--- src/verilog/dwl_regs.svh ---
`ifndef DWL_REGS_SVH
`define DWL_REGS_SVH
// first mode register bit positions
`define DWL_MR1_LEVEL_BIT   7
`define DWL_MR1_QOFF_BIT    12
// mode register address and reset image
`define DWL_MR1_SEL         3'h1
`define DWL_MR1_RESET       16'h0000
// first mode register bits that the leveling exit may also update
`define DWL_MR1_EXIT_MASK   16'h1266
// leveling output delay in ns and its cycle count at 8 ns
`define DWL_CLK_NS          8
`define DWL_WLO_NS          8
`define DWL_WLO_CYC         ((`DWL_WLO_NS + `DWL_CLK_NS - 1) / `DWL_CLK_NS)
// leveling output skew between bits, in cycles
`define DWL_WLOE_CYC        1
`endif

--- src/verilog/dwl_pkg.sv ---
package dwl_pkg;
  // mode register write request
  typedef struct packed {
    logic        valid;
    logic [2:0]  sel;
    logic [15:0] data;
  } dwl_mrs_t;
  // data pin drive state, one byte lane
  typedef struct packed {
    logic [7:0] out;
    logic [7:0] oe;
  } dwl_lane_t;
  typedef enum logic [1:0] {DWL_IDLE, DWL_UNDEF, DWL_FEED} dwl_state_t;
endpackage

--- src/verilog/dwl_core.sv ---
`timescale 1ns/100ps
`include "dwl_regs.svh"
// ==========================================================
// write leveling engine of the dram device
module dwl_core #(
  parameter int LANES     = 2,                    // byte lanes, two on x16
  parameter bit PRIME_ALL = 1'b0                  // 1: feedback on all bits
) (
  input  wire logic            clk_i,             // device clock, 125 MHz
  input  wire logic            reset_n_i,         // synchronous reset, low
  input  wire dwl_pkg::dwl_mrs_t mrs_i,           // mode register write
  input  wire logic            term_ctl_i,        // termination control pin
  input  wire logic            ck_i,              // memory clock pin level
  input  wire logic [LANES-1:0] strobe_i,         // lane strobes, true side
  output logic                 level_mode_o,      // leveling mode active
  output logic                 qoff_o,            // output buffer disabled
  output logic [LANES-1:0]     strobe_term_o,     // strobe pair termination on
  output logic                 dq_term_o,         // data line termination on
  output logic [LANES-1:0]     read_strobe_oe_o,  // read strobe drive enable
  output logic [LANES*8-1:0]   dq_o,              // data pin output
  output logic [LANES*8-1:0]   dq_oe_o,           // data pin drive enable
  output logic [15:0]          mr1_o              // first mode register image
);
  import dwl_pkg::*;

  localparam int DLY = `DWL_WLO_CYC + `DWL_WLOE_CYC;

  // ==========================================================
  // pin synchronisers
  logic [LANES-1:0] stb_s1_q, stb_s2_q, stb_s3_q;
  logic             ck_s1_q, ck_s2_q, term_s1_q, term_s2_q;

  // two flops on every asynchronous pin, third stage for edges
  always_ff @(posedge clk_i) begin
    if (!reset_n_i) begin
      stb_s1_q <= '0;
      stb_s2_q <= '0;
      stb_s3_q <= '0;
      ck_s1_q <= 1'b0;
      ck_s2_q <= 1'b0;
      term_s1_q <= 1'b0;
      term_s2_q <= 1'b0;
    end else begin
      stb_s1_q <= strobe_i;
      stb_s2_q <= stb_s1_q;
      stb_s3_q <= stb_s2_q;
      ck_s1_q <= ck_i;
      ck_s2_q <= ck_s1_q;
      term_s1_q <= term_ctl_i;
      term_s2_q <= term_s1_q;
    end
  end

  // ==========================================================
  // first mode register
  logic [15:0] mr1_q, mr1_d;
  wire         mr1_wr  = mrs_i.valid && (mrs_i.sel == `DWL_MR1_SEL);
  wire         lvl_now = mr1_q[`DWL_MR1_LEVEL_BIT];
  wire         lvl_new = mrs_i.data[`DWL_MR1_LEVEL_BIT];
  // exit write keeps only allowed bits, stay write takes only the buffer bit, writes outside leveling taken whole
  wire  [15:0] exit_img = (mr1_q & ~`DWL_MR1_EXIT_MASK) | (mrs_i.data & `DWL_MR1_EXIT_MASK);
  wire  [15:0] qoff_img = {mrs_i.data[`DWL_MR1_QOFF_BIT], mr1_q[14:0]};
  wire  [15:0] stay_img = {mr1_q[15:13], qoff_img[15], mr1_q[11:0]};

  // write selection inside and outside leveling
  always_comb begin
    mr1_d = mr1_q;
    if (mr1_wr && !lvl_now) begin
      mr1_d = mrs_i.data;
    end else if (mr1_wr && !lvl_new) begin
      mr1_d = exit_img & ~(16'h0001 << `DWL_MR1_LEVEL_BIT);
    end else if (mr1_wr) begin
      mr1_d = stay_img;
    end
  end

  always_ff @(posedge clk_i) begin
    if (!reset_n_i) begin
      mr1_q <= `DWL_MR1_RESET;
    end else begin
      mr1_q <= mr1_d;
    end
  end

  wire entering = !lvl_now && mr1_d[`DWL_MR1_LEVEL_BIT];

  // ==========================================================
  // per lane sampling and feedback
  logic [LANES*8-1:0] dq_d, dq_q, oe_d, oe_q;
  logic [LANES-1:0]   sterm_q;
  logic               qoff_q, lvl_q;
  logic               dq_term_q;
  logic [LANES-1:0]   rstb_q;

  genvar g;
  generate
    for (g = 0; g < LANES; g++) begin : g_lane
      dwl_state_t st_q;
      logic [DLY-1:0] pipe_q;
      logic [DLY-1:0] arm_q;
      wire            rise = stb_s2_q[g] && !stb_s3_q[g];
      wire            fb   = pipe_q[DLY-1];
      wire            shown = arm_q[DLY-1];
      wire            drive = !mr1_q[`DWL_MR1_QOFF_BIT];
      wire [7:0]      feed  = PRIME_ALL ? {8{fb}} : {7'h00, fb};

      // sample clock level on strobe rise, delay to the pins
      always_ff @(posedge clk_i) begin
        if (!reset_n_i || !lvl_now) begin
          pipe_q <= '0;
          arm_q <= '0;
          st_q <= DWL_IDLE;
        end else begin
          pipe_q <= {pipe_q[DLY-2:0], rise ? ck_s2_q : pipe_q[0]};
          arm_q <= {arm_q[DLY-2:0], arm_q[0] | rise};
          if (st_q == DWL_IDLE) begin
            st_q <= DWL_UNDEF;
          end else if (shown) begin
            st_q <= DWL_FEED;
          end
        end
      end

      // lane pins: undefined drive, then feedback, others low
      always_comb begin
        dq_d[g*8 +: 8] = dq_q[g*8 +: 8];
        oe_d[g*8 +: 8] = 8'h00;
        if (lvl_now && drive) begin
          case (st_q)
            DWL_FEED: begin
              dq_d[g*8 +: 8] = feed;
              oe_d[g*8 +: 8] = 8'hFF;
            end
            DWL_UNDEF: begin
              dq_d[g*8 +: 8] = 8'hA5;
              oe_d[g*8 +: 8] = 8'hFF;
            end
            default: begin
              oe_d[g*8 +: 8] = 8'h00;
            end
          endcase
        end
      end

      always_ff @(posedge clk_i) begin
        if (!reset_n_i) begin
          sterm_q[g] <= 1'b0;
        end else begin
          sterm_q[g] <= lvl_now && term_s2_q;
        end
      end
    end
  endgenerate

  // ==========================================================
  // registered outputs
  always_ff @(posedge clk_i) begin
    if (!reset_n_i) begin
      dq_q <= '0;
      oe_q <= '0;
      qoff_q <= 1'b0;
      lvl_q <= 1'b0;
      dq_term_q <= 1'b0;
      rstb_q <= '0;
    end else begin
      dq_term_q <= 1'b0;
      rstb_q <= '0;
      dq_q <= dq_d;
      oe_q <= oe_d;
      qoff_q <= mr1_q[`DWL_MR1_QOFF_BIT];
      lvl_q <= lvl_now;
    end
  end

  assign level_mode_o     = lvl_q;
  assign qoff_o           = qoff_q;
  assign strobe_term_o    = sterm_q;
  assign dq_term_o        = dq_term_q;
  assign read_strobe_oe_o = rstb_q;
  assign dq_o             = dq_q;
  assign dq_oe_o          = oe_q;
  assign mr1_o            = mr1_q;

  // ==========================================================
  // checks
  a_entry_sets_level: assert property (@(posedge clk_i) disable iff (!reset_n_i)
    (mr1_wr && lvl_new) |-> ##2 level_mode_o)
    else $error("leveling not entered");
  a_exit_clears_level: assert property (@(posedge clk_i) disable iff (!reset_n_i)
    (mr1_wr && !lvl_new) |-> ##2 !level_mode_o)
    else $error("leveling not left");
  a_qoff_no_drive: assert property (@(posedge clk_i) disable iff (!reset_n_i)
    $past(mr1_q[`DWL_MR1_QOFF_BIT]) |-> dq_oe_o == '0)
    else $error("data driven while output buffer off");
  a_dq_term_off: assert property (@(posedge clk_i) disable iff (!reset_n_i)
    level_mode_o |-> !dq_term_o)
    else $error("data termination on in leveling");
  a_strobe_term: assert property (@(posedge clk_i) disable iff (!reset_n_i)
    (lvl_now && term_s2_q) |=> strobe_term_o == {LANES{1'b1}})
    else $error("strobe termination not applied");
  a_exit_keeps_bits: assert property (@(posedge clk_i) disable iff (!reset_n_i)
    (mr1_wr && lvl_now && !lvl_new) |=> mr1_q[`DWL_MR1_QOFF_BIT] == $past(mrs_i.data[`DWL_MR1_QOFF_BIT]))
    else $error("exit update lost");
  a_no_read_strobe: assert property (@(posedge clk_i) disable iff (!reset_n_i)
    level_mode_o |-> read_strobe_oe_o == '0)
    else $error("read strobe driven");
  a_prime_low: assert property (@(posedge clk_i) disable iff (!reset_n_i)
    (!PRIME_ALL && g_lane[0].st_q == DWL_FEED && dq_oe_o[0]) |=> dq_o[7:1] == 7'h00)
    else $error("non-prime bits not low");
  a_entry_undef: assert property (@(posedge clk_i) disable iff (!reset_n_i)
    entering |=> g_lane[0].st_q == DWL_IDLE ##1 g_lane[0].st_q == DWL_UNDEF)
    else $error("entry state wrong");

  // mode flag and buffer flag track the register one cycle late
  a_level_follows: assert property (@(posedge clk_i) disable iff (!reset_n_i)
    level_mode_o == $past(lvl_now))
    else $error("level flag out of step");
  a_qoff_follows: assert property (@(posedge clk_i) disable iff (!reset_n_i)
    qoff_o == $past(mr1_q[`DWL_MR1_QOFF_BIT]))
    else $error("buffer flag out of step");

  // undefined drive pattern before the first sample
  a_undef_drive: assert property (@(posedge clk_i) disable iff (!reset_n_i)
    (g_lane[0].st_q == DWL_UNDEF && lvl_now && !mr1_q[`DWL_MR1_QOFF_BIT])
    |=> (dq_oe_o[7:0] == 8'hFF && dq_o[7:0] == 8'hA5))
    else $error("undefined drive missing");

  // captured clock level lands in the pipe on a strobe rise
  a_sample_take: assert property (@(posedge clk_i) disable iff (!reset_n_i)
    (lvl_now && g_lane[0].rise) |=> g_lane[0].pipe_q[0] == $past(ck_s2_q))
    else $error("clock level not sampled");

  // each lane shows its own delayed sample on its prime bit
  a_feed_lane0: assert property (@(posedge clk_i) disable iff (!reset_n_i)
    (g_lane[0].st_q == DWL_FEED && lvl_now && !mr1_q[`DWL_MR1_QOFF_BIT])
    |=> dq_o[0] == $past(g_lane[0].fb))
    else $error("lane 0 feedback wrong");
  a_feed_lane1: assert property (@(posedge clk_i) disable iff (!reset_n_i)
    (g_lane[1].st_q == DWL_FEED && lvl_now && !mr1_q[`DWL_MR1_QOFF_BIT])
    |=> dq_o[8] == $past(g_lane[1].fb))
    else $error("lane 1 feedback wrong");

  // strobe termination released outside leveling
  a_term_off_out: assert property (@(posedge clk_i) disable iff (!reset_n_i)
    !lvl_now |=> strobe_term_o == '0)
    else $error("strobe termination outside leveling");

  // a write that stays in leveling touches only the buffer bit
  a_stay_keeps: assert property (@(posedge clk_i) disable iff (!reset_n_i)
    (mr1_wr && lvl_now && lvl_new) |=> mr1_q[11:0] == $past(mr1_q[11:0]))
    else $error("leveling write changed other bits");

  // the exit write carries every allowed bit
  a_exit_all_bits: assert property (@(posedge clk_i) disable iff (!reset_n_i)
    (mr1_wr && lvl_now && !lvl_new)
    |=> (mr1_q & `DWL_MR1_EXIT_MASK) == ($past(mrs_i.data) & `DWL_MR1_EXIT_MASK))
    else $error("exit bits not taken");
endmodule // dwl_core

--- config.mk ---
export PLATFORM = sky130hd
export DESIGN_NAME = dwl_core
export DESIGN_NICKNAME = d
export VERILOG_FILES = /design/src/verilog/dwl_pkg.sv /design/src/verilog/dwl_core.sv
export VERILOG_INCLUDE_DIRS = /design/src /design/src/verilog
export SDC_FILE = /design/constraint.sdc
export NUM_CORES = 1
export LEC_CHECK = 0
export BUFFER_PORTS_ARGS = -buffer_cell sky130_fd_sc_hd__buf_2
export CELL_PAD_IN_SITES_DETAIL_PLACEMENT = 0
export CELL_PAD_IN_SITES_GLOBAL_PLACEMENT = 1
export CORE_MARGIN = 5
export CORE_UTILIZATION = 34
export CTS_BUF_LIST = sky130_fd_sc_hd__clkbuf_16
export DETAILED_ROUTE_END_ITERATION = 10
export PLACE_DENSITY = 0.87
export SETUP_SLACK_MARGIN = 0.3
export SYNTH_ARGS = -nofsm -noshare
export SYNTH_HDL_FRONTEND = slang
export SYNTH_SLANG_ARGS = --single-unit
--- constraint.sdc ---
create_clock -name clk_i -period 1.34 [get_ports clk_i]
set_input_delay 0.067 -clock clk_i [delete_from_list [all_inputs] [get_ports clk_i]]
set_output_delay 0.067 -clock clk_i [all_outputs]
set_load 0.01 [all_outputs]
Yosys cells after proc, flatten, opt, wreduce, memory -nomap -nowiden
Index checks and enable logic that the tools add are counted.
- bits of input ports: 26
- register bits: 73
- output and inout bits: 55
- eq/ne operators: 5
- mux-type cells: 11
- reduce and logical (&&, ||, !) cells: 29
- bitwise logic cells: 3
- operator list (kind ; number):
    16-bit two-way mux ; 2
    8-bit one-hot mux with 2 select lines ; 2
    8-bit two-way mux ; 2
    16-bit by 13-bit bitwise OR with 16-bit output ; 1
    13-bit two-way mux ; 1
    2-bit nonzero test ; 5
    2-bit OR reduction ; 4
    1-bit logical AND ; 7
    1-bit zero test ; 6
    2-bit AND reduction ; 3
    2-bit by 1-bit == test with 1-bit output, second input constant ; 2
    2-bit == test, second input constant ; 2
    2-bit zero test ; 2
    1-bit two-way mux ; 4
    3-bit by 1-bit == test with 1-bit output, second input constant ; 1
    3-bit nonzero test ; 1
    1-bit bitwise OR ; 2
    1-bit logical OR ; 1

Logic depth before layout (Yosys ltp)
Gate-level depths: netlist (run 1).
- depth after elaboration: 5
- gate-level depth with buffers: 5

Least setup slack after synthesis (run 1)
OpenSTA, ideal clock, no wires.
- kind: register to register
- start: register g_lane[0].st_q[0]
- end: register dq_q[5], in the netlist dq_o[5]
- path slack: 169 ps
- data arrival time: 1055 ps
- required time: 1224 ps
- clock period less this slack: 1171 ps
- path buffers: 0
- stages on the path, launching flop included: 6
- setup time: 116 ps
- path through: dfxtp_1 inv_1 ha_1 and3b_1 mux2i_1 nor2b_1
- word-level cells in the longest chain between the ends: 3
- elaborated cells on any way between the ends: 5
- those cells by class: eq/ne: 2; mux: 1; reduce/logical: 2
- RTL lines (element ; line ; text):
    start, declared ; dwl_core.sv:98 ; dwl_state_t st_q;
    start signal, assigned ; dwl_core.sv:112 ; st_q <= DWL_IDLE;
    start signal, assigned ; dwl_core.sv:117 ; st_q <= DWL_UNDEF;
    start signal, assigned ; dwl_core.sv:119 ; st_q <= DWL_FEED;
    2-bit by 1-bit == test with 1-bit output or 2-bit == test (tied branches) ; dwl_core.sv:129 ; case (st_q)
    2-bit nonzero test (no line) ; -- ;
    2-bit AND reduction (no line) ; -- ;
    end signal, assigned ; dwl_core.sv:168 ; dq_q <= dq_d;
    end, declared ; dwl_core.sv:89 ; logic [LANES*8-1:0] dq_d, dq_q, oe_d, oe_q;
Parallel ways exist; a longest one is shown, timed or not. The select of a mux whose other input is x is not followed.
A chain may end at the register's enable or synchronous reset.

Worst setup path in the final report (run 1)
- start: register g_lane[1].st_q[1]
- end: register dq_q[13], in the netlist dq_o[13]
- word-level cells in the longest chain between the ends: 3
- elaborated cells on any way between the ends: 5
- those cells by class: eq/ne: 2; mux: 1; reduce/logical: 2
- RTL lines (element ; line):
    start, declared ; dwl_core.sv:98
    start signal, assigned ; dwl_core.sv:112
    start signal, assigned ; dwl_core.sv:117
    start signal, assigned ; dwl_core.sv:119
    2-bit by 1-bit == test with 1-bit output or 2-bit == test (tied branches) ; dwl_core.sv:129
    2-bit nonzero test (no line) ; --
    2-bit AND reduction (no line) ; --
Parallel ways exist; a longest one is shown, timed or not. The select of a mux whose other input is x is not followed.

==> results of run 1 <==
-- state kept, by name, indices dropped and copies added, names as in the netlist, 2 cells and up --
name and count:
dq_o 4, dq_oe_o 2, g_lane.arm_q 4, g_lane.pipe_q 4, g_lane.st_q 4, mr1_o 16, stb_s1_q 2, stb_s2_q 2
stb_s3_q 2
-- power groups by stage --
stage | clock [mW] | sequential (mW) | combinational, mW
floorplan | 0 | 1.47 | 0.109
global placement | 0 | 1.46 | 0.146
detailed placement | 0 | 1.46 | 0.149
CTS | 1.20 | 1.43 | 0.160
global route | 1.25 | 1.43 | 0.187
finish | 1.15 | 1.43 | 0.166
-- worst max path at each step --
stage                    end  slack (ns)  cells past startpoint
floorplan            dq_o[5]        0.21                      5
global placement     dq_o[5]        0.18                      5
detailed placement  dq_o[13]        0.13                      5
CTS                 dq_o[13]        0.15                      5
global route        dq_o[13]        0.11                      5
finish              dq_o[13]        0.16                      5
-- through the flow --
step	cells	utilization	area (um^2)	power [mW]	hold slack, ns
2_1_floorplan	206	-	1960	1.58	0.194
3_3_place_gp	313	0.394	2150	1.61	0.276
3_5_place_dp	313	0.394	2150	1.61	0.276
4_1_cts	329	0.434	2370	2.79	0.0234
5_1_grt	331	0.444	2430	2.87	0.0209
6_report	331	0.444	2430	2.75	0.0290
-- cell families (layout without fill, tap and decap cells) --
logic type      count (synthesis)  in the layout  synth area share
flops                          47             47             0.492
compound gates                 10             10            0.0425
other cells                     1             11           0.00196
fa+ha+maj                       4              4            0.0261
simple gates                   70             71             0.187
buf+inv                        46             98             0.157
mux                            18             18            0.0941
-- synth_stat cells, drive strengths merged --
cell type  count  share of area
a211oi         2         0.0078
a21boi         2         0.0078
a21oi          4          0.016
and2          13          0.042
and3           4          0.013
and3b          2         0.0092
and4bb         1         0.0065
buf           35           0.14
clkbuf         3         0.0059
conb           1         0.0020
dfxtp         47           0.49
ha             4          0.026
inv            8          0.016
mux2i         18          0.094
nand2         35          0.069
nand2b         1         0.0033
nand4bb        1         0.0059
nor2          10          0.028
nor2b          3         0.0098
o211a          2          0.010
-- worst max-delay path, stage by stage (launching register included) --
cell	delay, ns
dfxtp_2	0.33
inv_2	0.05
ha_4	0.24
and3b_2	0.21
mux2i_1	0.19
nor2b_1	0.06
-- layer usage --
layer | up-vias | routed length [um] | part of all wire
li1 | 703 | - | -
met1 | 576 | 1520 | 0.44
met2 | 56 | 1530 | 0.45
met3 | 2 | 361 | 0.11
met4 | 0 | 23 | 0.0067
met5 | - | 0 | 0
-- what timing repair did --
item | in CTS | in global routing
hold buffers | 4 | 0
pin swaps | 1 | 4
setup buffers | 4 | 1
resized for setup | 3 | 9
endpoints found under the hold margin | 4 | 0
endpoints found under the setup margin | 23 | 20
cloned | 0 | 1
-- final cells by class --
class                   count  area (um^2)
well taps                  72         90.1
multi-input cells         114          754
fillers                   556         3040
inverters                   8         30.0
clock inverters             3         16.3
clock buffers               5          125
flip-flops and latches     47          950
repair buffers             82          467
==> impl_results.rst, run 1 <==
.. list-table::
   :header-rows: 1

   * - Metric
     - Value
   * - Mean instance size in the synthesized netlist
     - ~9.8 um^2
   * - Initial antenna violation count
     - 0
   * - Clock network fraction of total power
     - 0.419
   * - Startpoint type of the worst setup path
     - register
   * - Most frequent standard cell in the layout excluding fill and tap cells
     - buf_2
   * - Share of the yosys chip area belonging to registers
     - 0.492
   * - Worst Path Required
     - 1.51 ns
   * - Fin crit share
     - 0.881
   * - Floorplan die height
     - 85.0 um
   * - Fin nets
     - 288
   * - Reg-to-Reg End
     - dq_o[13]
   * - Worst setup path category
     - reg2reg
   * - Sequential fraction of design power
     - 0.520
   * - Sink of the worst hold path
     - mr1_o[10]
   * - Register-to-register setup slack
     - 0.16 ns
   * - Cell depth of the worst min-delay path
     - 3
   * - Total global-route track usage
     - 0.0958
   * - Overall die area
     - approximately 7200 um^2
   * - Met1 routing resource usage after global routing
     - 0.112
   * - I/O pin total
     - between 80 and 90
   * - Internal power contribution
     - 2.18 mW
   * - Ratio of cells with drive above 1 in the final layout
     - 0.402
   * - M2 GR Usage
     - 0.162
   * - Routability-driven placement congestion ratio
     - 0.700
   * - Global route hottest layer
     - met2
   * - Data arrival time of the worst path
     - 1.35 ns
   * - Min setup slack post-route
     - 0.159 ns
   * - Minimum setup slack after placement
     - 0.131 ns
   * - Congestion Overflow GR
     - 0
   * - Max Fclk
     - 0.847 GHz
   * - Launch instance of the worst register-to-register path
     - g_lane[1].st_q[1]
   * - Power density cells
     - 1130 nW/um^2
   * - Insertion delay of the later-clocked pin in the worst-skew pair
     - 0.28 ns
   * - Worst r2r path cells
     - 5
   * - Beginning of the worst hold path
     - mrs_i[10]
   * - Total clock buffers created by CTS
     - 5
   * - Starting DRC count in detailed routing
     - 57
   * - Switching Share
     - 0.207
   * - Total Neg Setup Slack
     - 0 ns
   * - Nature of the critical path endpoint
     - register
   * - Yosys cell types
     - 24
   * - Area Overhead vs Synth
     - 27.1%
   * - Leakage
     - ~1.2 nW
   * - Number of max-slew violations in the final report
     - 0
   * - Clock tree from TritonCTS
     - yes
   * - FF+latch count, synth
     - 47
   * - Effective utilization at floorplan
     - 0.350
   * - Clock sink count
     - 47
   * - Via count of the first global-routing pass
     - 1281
   * - Pin count of the biggest net entering global routing
     - 30
   * - Number of endpoints with negative hold slack in the final report
     - 0
   * - Clk Tree Root Cell
     - clkbuf_16
   * - Clock Pin Slew Worst Setup and Hold Paths
     - roughly 0.060 ns
   * - WL per Instance
     - just over 10 um
   * - Number of buffers on the longest clock path
     - 2
   * - Largest fanout on the critical path
     - 4
   * - Global Route met3 Usage
     - 0.0359
   * - Ant diodes
     - 0
   * - Post-DRT Antenna Nets
     - 0
   * - Input/output buffers
     - 69
   * - Total number of vias
     - ~1300
   * - Yosys warning count
     - 0
   * - Worst min-delay path category
     - in2reg
   * - Comb pwr share
     - 0.060
   * - Global-route wire length before repair
     - 5.71 mm
   * - Cells after Synth
     - 196
   * - First drt pass iteration count
     - 4
   * - Post-Route Skew
     - 0.00881 ns
   * - Final wirelength
     - 3.44 mm
   * - Number of maximum-capacitance constraint violations
     - 0
   * - Half-perimeter wire length of the detailed placement result
     - 2.41 mm
   * - IR Drop Worst-Case VDD
     - 0.000543 V
   * - Switching Power
     - about 0.57 mW
   * - RSZ-0062 raised after global routing
     - yes
   * - # setup viols final
     - 0
   * - Row Count
     - 27
   * - Die Width
     - 85.0 um
   * - Most frequent cells in the layout
     - buf_2 (68), dfxtp_1 (42), nand2_1 (34)
   * - Worst Setup SP
     - g_lane[1].st_q[1]
   * - CTS H-Tree Depth
     - 2
   * - Netlist area before placement
     - 1910 um^2
   * - Status
     - finished, final reports clean
   * - Vias per inst
     - 4.04
   * - Min Tclk post-route
     - 1.18 ns
   * - DRC Markers
     - 0
   * - Std-Cell Core Area
     - ~5500 um^2
Power figures use the tool's default switching activity.
==> run 2: changes to the inputs <==
BUFFER_PORTS_ARGS = -buffer_cell sky130_fd_sc_hd__buf_4   (was -buffer_cell sky130_fd_sc_hd__buf_2)
==> run 2 against run 1 <==
Effect of this change: fmax is 0.92% higher; die area is the same; clock power decreased by 4%; worst setup slack improved by 0.011 ns; via count up 1.6%; core utilization increased by 2.5 points; sequential power about the same; critical path type unchanged; largest power group unchanged.
==> impl_results.rst, run 2 (synthesized netlist as in run 1, its figures left out) <==
.. list-table::
   :header-rows: 1

   * - Metric
     - Value
   * - Status
     - finished, final reports clean
   * - Worst setup path category
     - reg2reg
   * - Congestion Overflow GR
     - 0 (unchanged)
   * - Data arrival time of the worst path
     - 1.34 ns (about the same)
   * - Overall die area
     - 7230 um^2 (unchanged)
   * - Post-Route Skew
     - 0.00252 ns (-0.00629 ns)
   * - Total clock buffers created by CTS
     - 5 (unchanged)
   * - Final Cell Area
     - 2570 um^2 (+5.7%)
   * - DRC Markers
     - 0 (unchanged)
   * - Met3 WL
     - 400 um (+11%)
   * - Clock tree from TritonCTS
     - yes
   * - Met2 WL post-DR
     - 1.73 mm (+13%)
   * - Via count of the first global-routing pass
     - 1264 (-1.3%)
   * - Fin crit share
     - 0.873 (-0.00804)
   * - Sequential fraction of design power
     - 0.526 (+0.006)
   * - Final wirelength
     - 3.59 mm (+4.6%)
   * - Switching Share
     - 0.197 (-0.0105)
   * - Comb pwr share
     - 0.069 (+0.009)
   * - Row Count
     - 27 (unchanged)
   * - I/O pin total
     - 81 (unchanged)
   * - RSZ-0062 raised after global routing
     - yes
   * - Effective utilization at floorplan
     - 0.350 (unchanged)
   * - Switching Power
     - 0.536 mW (-6.0%)
   * - Insertion delay of the later-clocked pin in the worst-skew pair
     - 0.27 ns (about the same)
   * - Total Neg Setup Slack
     - 0 ns (unchanged)
   * - Worst min-delay path category
     - in2reg
   * - Worst slack on hold paths
     - 0.0443 ns (+0.0154 ns)
   * - Nature of the critical path endpoint
     - register
   * - IR Drop Worst-Case VDD
     - 0.000778 V (+43%)
   * - Leakage
     - 1.18 nW (+0.17%)
   * - Most frequent cells in the layout
     - buf_4 (75), dfxtp_1 (41), nand2_1 (34)
   * - Clock Pin Slew Worst Setup and Hold Paths
     - 0.06 ns (about the same)
   * - Worst Path Required
     - 1.51 ns (about the same)
   * - Std-Cell Core Area
     - 5470 um^2 (unchanged)
   * - Internal power contribution
     - 2.19 mW (+0.28%)
   * - WL per Instance
     - 11.0 um (+5.8%)
   * - Cell depth of the worst min-delay path
     - 3 (unchanged)
   * - Power density cells
     - 1060 nW/um^2 (-6.3%)
   * - CTS H-Tree Depth
     - 2 (unchanged)
   * - # setup viols final
     - 0 (unchanged)
   * - Max Fclk
     - 0.854 GHz (+0.92%)
   * - Worst r2r path cells
     - 5 (unchanged)
   * - Ant diodes
     - 0 (unchanged)
   * - Global-route wire length before repair
     - 5.88 mm (+3.0%)
   * - Number of max-slew violations in the final report
     - 0 (unchanged)
   * - Starting DRC count in detailed routing
     - 37 (-35%)
   * - Clk Tree Root Cell
     - clkbuf_16
   * - Area Overhead vs Synth
     - 34.2%
   * - Seq. cell area
     - 951 um^2 (+0.13%)
   * - Slowest cell on the critical path
     - dfxtp_2
   * - Routability-driven placement congestion ratio
     - 0.705 (+0.64%)
   * - Met1 Routed Length
     - 1.44 mm (-5.5%)
   * - Pin count of the biggest net entering global routing
     - 37 (+23%)
   * - Floorplan die height
     - 85.0 um (unchanged)
   * - Area after detailed placement
     - 2320 um^2 (+7.7%)
   * - Total global-route track usage
     - 0.100 (+0.00457)
   * - Series of cell instances along the critical path
     - inv_2 -> ha_4 -> and3b_2 -> mux2i_1 -> nor2b_1
   * - Number of maximum-capacitance constraint violations
     - 0 (unchanged)
   * - Largest fanout on the critical path
     - 4 (unchanged)
   * - Fin nets
     - 286 (-0.69%)
   * - First drt pass iteration count
     - 4 (unchanged)
   * - Highest signal layer in the routed design
     - met4
   * - Initial antenna violation count
     - 0 (unchanged)
   * - Slowest cell delay on critical path
     - 0.33 ns (about the same)
   * - Min Tclk post-route
     - 1.17 ns (-0.0108 ns)
   * - Total number of vias
     - 1358 (+1.6%)
   * - Most frequent standard cell in the layout excluding fill and tap cells
     - buf_4
   * - Die Width
     - 85.0 um (unchanged)
   * - Startpoint type of the worst setup path
     - register
   * - Multi-input gate area in the final layout
     - 752 um^2 (-0.33%)
   * - Input/output buffers
     - 69 (unchanged)
   * - Fraction of the core area covered by cells at the end of the flow
     - 0.470 (+0.0251)
   * - Post-DRT Antenna Nets
     - 0 (unchanged)
   * - Post-route total power
     - 2.72 mW (-1.0%)
   * - Ratio of cells with drive above 1 in the final layout
     - 0.392 (-0.00939)
   * - Clock sink count
     - 47 (unchanged)
   * - Half-perimeter wire length of the detailed placement result
     - 2.59 mm (+7.5%)
   * - Number of buffers on the longest clock path
     - 2 (unchanged)
   * - Vias per inst
     - 4.15 (+2.8%)
   * - Clock network fraction of total power
     - 0.405 (-0.014)
   * - Max reg flops
     - 16 (unchanged)
   * - Number of endpoints with negative hold slack in the final report
     - 0 (unchanged)
   * - Fillcell total
     - 534 (-4.0%)
## run 2: changes by cell type in the layout (fill, tap and decap cells not counted), sizes merged
cell      previous run  this run
buf                 78        76
clkinv               1         0
clkinvlp             1         0
## run 2: layer usage
metal | GRT usage | up-vias
met3 | 0.0563 | 2
met5 | 0 | -
met2 | 0.166 | 53
li1 | - | 700
met1 | 0.111 | 603
met4 | 0.0259 | 0
## run 2: what timing repair did
action / 4_1_cts / 5_1_grt
hold buffers: 4 / 0
setup buffers: 4 / 0
pin swaps: 3 / 3
setup endpoints to repair: 23 / 19
endpoints found under the hold margin: 4 / 0
resized for setup: 7 / 3
cloned: 0 / 1
## run 2: layout make-up
cell class | instances | share of cell area
Tap cell | 72 | 0.0351
Clock inverter | 1 | 0.00146
Sequential cell | 47 | 0.370
Clock buffer | 5 | 0.0487
Inverter | 8 | 0.0117
Timing Repair Buffer | 80 | 0.241
Multi-Input combinational cell | 114 | 0.293
## run 2: path summary, 6_finish.rpt
| path | startpoint | to | slack, ns |
|---|---|---|---|
| setup / recovery | g_lane[1].st_q[0] | dq_o[13] | 0.17 |
| hold / removal | mrs_i[14] | mr1_o[14] | 0.04 |
| setup reg to reg | g_lane[1].st_q[0] | dq_o[13] | 0.17 |
| hold reg to reg | stb_s1_q[0] | stb_s2_q[0] | 0.43 |
## run 2: power groups by stage
stage / Combinational (mW) / Clock, mW / Sequential [mW]
after detailed placement: 0.173 / 0 / 1.46
after CTS: 0.187 / 1.15 / 1.43
after floorplan: 0.109 / 0 / 1.47
after global placement: 0.171 / 0 / 1.46
final: 0.188 / 1.10 / 1.43
after global routing: 0.208 / 1.21 / 1.43
## run 2: critical path: cells and delay by family (launching register included)
kind / cells / cell delay, ns
buffers and inverters: 1 / 0.05
adders and majority gates: 1 / 0.24
DFF: 1 / 0.33
and+or+nand+nor: 2 / 0.26
muxes: 1 / 0.18
## run 2: through the flow
| step | std cells | setup slack [ns] |
|---|---|---|
| floorplan | 206 | 0.207 |
| global placement | 312 | 0.176 |
| detailed placement | 312 | 0.134 |
| CTS | 326 | 0.163 |
| global route | 327 | 0.0795 |
| finish | 327 | 0.170 |
==> run 3: changes to the inputs <==
==> constraint.sdc (replaced) <==
create_clock -name clk_i -period 1.34 [get_ports clk_i]
set_input_delay 0.201 -clock clk_i [delete_from_list [all_inputs] [get_ports clk_i]]
set_output_delay 0.201 -clock clk_i [all_outputs]
set_load 0.01 [all_outputs]
==> run 3 against run 2 <==
Effect of this change: critical path depth stayed put; routed wire length is 1.1% higher; hold slack improved by 0.082 ns; fmax decreased by 1.5%; critical endpoint is now dq_o[5].
==> impl_results.rst, run 3 (synthesized netlist as in run 1, its figures left out) <==
.. list-table::
   :header-rows: 1

   * - Metric
     - Value
   * - Ratio of cells with drive above 1 in the final layout
     - 0.415 (+0.0229)
   * - Worst Setup SP
     - g_lane[0].st_q[0]
   * - Total Neg Setup Slack
     - 0 ns (unchanged)
   * - Worst setup path category
     - reg2reg
   * - Worst slack on hold paths
     - 0.127 ns (+0.0824 ns)
   * - Clock sink count
     - 47 (unchanged)
   * - Initial antenna violation count
     - 0 (unchanged)
   * - Total global-route track usage
     - 0.0992 (-0.00117)
   * - Clock tree from TritonCTS
     - yes
   * - Congestion Overflow GR
     - 0 (unchanged)
   * - CTS H-Tree Depth
     - 2 (unchanged)
   * - Min setup slack post-route
     - 0.152 ns (-0.0177 ns)
   * - Fin nets
     - 283 (-1.0%)
   * - Overall die area
     - 7230 um^2 (unchanged)
   * - Starting DRC count in detailed routing
     - 68 (+84%)
   * - Worst r2r path cells
     - 5 (unchanged)
   * - Floorplan die height
     - 85.0 um (unchanged)
   * - Worst min-delay path category
     - in2reg
   * - Fraction of the core area covered by cells at the end of the flow
     - 0.466 (-0.00343)
   * - Effective utilization at floorplan
     - 0.350 (unchanged)
   * - Pin count of the biggest net entering global routing
     - 26 (-30%)
   * - Area after detailed placement
     - 2330 um^2 (+0.32%)
   * - Beginning of the worst hold path
     - strobe_i[0]
   * - Area Overhead vs Synth
     - 33.3%
   * - Number of max-slew violations in the final report
     - 0 (unchanged)
   * - RSZ-0062 raised after global routing
     - yes
   * - Min Tclk post-route
     - 1.19 ns (+0.0177 ns)
   * - Std-Cell Core Area
     - 5470 um^2 (unchanged)
   * - Final Cell Area
     - 2550 um^2 (-0.73%)
   * - Post-Route Skew
     - 0.00240 ns (-0.000122 ns)
   * - Vias per inst
     - 4.18 (+0.54%)
   * - Clk Tree Root Cell
     - clkbuf_16
   * - IR Drop Worst-Case VDD
     - 0.000697 V (-10%)
   * - Most frequent standard cell in the layout excluding fill and tap cells
     - buf_4
   * - Total number of vias
     - 1357 (-0.074%)
   * - Slowest cell on the critical path
     - dfxtp_2
   * - Ant diodes
     - 0 (unchanged)
   * - Buffers and inverters on the worst path
     - 1 (unchanged)
   * - Number of buffers on the longest clock path
     - 2 (unchanged)
   * - Startpoint type of the worst setup path
     - register
   * - I/O pin total
     - 81 (unchanged)
   * - Row Count
     - 27 (unchanged)
   * - First drt pass iteration count
     - 4 (unchanged)
   * - Leakage
     - 1.17 nW (-0.85%)
   * - Via count of the first global-routing pass
     - 1269 (+0.40%)
   * - Worst Path Required
     - 1.51 ns (about the same)
   * - Most frequent cells in the layout
     - buf_4 (75), dfxtp_1 (38), nand2_1 (34)
   * - Data arrival time of the worst path
     - 1.36 ns (+0.02 ns)
   * - DRC Markers
     - 0 (unchanged)
   * - Number of maximum-capacitance constraint violations
     - 0 (unchanged)
   * - Final wirelength
     - 3.63 mm (+1.1%)
   * - Clock Pin Slew Worst Setup and Hold Paths
     - 0.06 ns (about the same)
   * - Max Fclk
     - 0.842 GHz (-1.5%)
   * - Reg-to-Reg End
     - dq_o[5]
   * - Insertion delay of the later-clocked pin in the worst-skew pair
     - 0.28 ns (about the same)
   * - Number of endpoints with negative hold slack in the final report
     - 0 (unchanged)
   * - Depth of the critical timing path with buffers and inverters included
     - 5 (unchanged)
   * - Status
     - finished, final reports clean
   * - Largest fanout on the critical path
     - 4 (unchanged)
   * - Nature of the critical path endpoint
     - register
   * - Series of cell instances along the critical path
     - inv_2 -> ha_4 -> and3b_2 -> mux2i_1 -> nor2b_1
   * - Input/output buffers
     - 69 (unchanged)
   * - Power density cells
     - 1080 nW/um^2 (+1.5%)
   * - Post-DRT Antenna Nets
     - 0 (unchanged)
   * - Routability-driven placement congestion ratio
     - 0.698 (-0.95%)
   * - Launch instance of the worst register-to-register path
     - g_lane[0].st_q[0]
   * - Global-route wire length before repair
     - 5.75 mm (-2.2%)
   * - Die Width
     - 85.0 um (unchanged)
   * - Fin crit share
     - 0.887 (+0.0132)
   * - Register-to-register setup slack
     - 0.15 ns (-0.02 ns)
   * - Cell family contributing the most delay on the critical path
     - flip-flops
   * - Minimum setup slack after placement
     - 0.130 ns (-0.00367 ns)
   * - WL per Instance
     - 11.2 um (+1.7%)
   * - Max reg flops
     - 16 (unchanged)
   * - Crit path to
     - dq_o[5]
   * - Total clock buffers created by CTS
     - 5 (unchanged)
   * - Slowest cell delay on critical path
     - 0.33 ns (about the same)
   * - Half-perimeter wire length of the detailed placement result
     - 2.67 mm (+3.1%)
   * - # setup viols final
     - 0 (unchanged)
run 3: changes by cell type in the layout (fill, tap and decap cells not counted), sizes merged:
cell,previous run,this run
dlygate4sd3,4,0
clkinv,0,2
buf,76,77
inv,9,8
run 3: repair_timing:
action,4_1_cts,5_1_grt
gates resized for setup,8,7
endpoints found under the hold margin,0,0
endpoints found under the setup margin,40,42
hold buffers,0,0
gates cloned,0,1
setup buffers,3,1
pin swaps,1,2
run 3: worst min path at each step:
stage                              to  slack, ns  cells after the start
after floorplan               ck_s1_q       0.33                      1
after CTS                 stb_s1_q[0]       0.12                      2
after global routing      stb_s1_q[0]       0.13                      2
after detailed placement  stb_s1_q[0]       0.41                      2
final                     stb_s1_q[0]       0.13                      2
after global placement    stb_s1_q[0]       0.41                      2
run 3: power by group:
group | leakage (nW) | internal (mW) | switching [mW]
clock | 0.0671 | 0.669 | 0.464
combinational | 0.717 | 0.0978 | 0.0843
sequential | 0.387 | 1.42 | 0.0111
run 3: area by class of cell:
class                           instances  area [um^2]
Clock buffer                            5          125
Clock inverter                          2         8.76
Fill cell                             536         2920
Inverter                                8         30.0
Multi-Input combinational cell        114          752
Sequential cell                        47          960
Tap cell                               72         90.1
Timing Repair Buffer                   77          586
run 3: per-stage QoR:
stage               cells  power [mW]
floorplan             206        1.58
global placement      313        1.64
detailed placement    313        1.64
CTS                   323        2.79
global route          325        2.88
finish                325        2.74
run 3: per-layer routing:
metal	track usage	part of all wire	up-vias
li1	-	-	696
met1	0.110	0.42	604
met2	0.161	0.46	52
met3	0.0563	0.11	5
met4	0.0302	0.0094	0
met5	0	0	-
run 3: worst reg2reg max path, delay by kind of cell, from the launching register on:
family / cells / cell delay, ns
flip-flops: 1 / 0.33
AND/OR/NAND/NOR: 2 / 0.28
adder cells (fa/ha/maj): 1 / 0.24
multiplexers: 1 / 0.20
buffers and inverters: 1 / 0.04
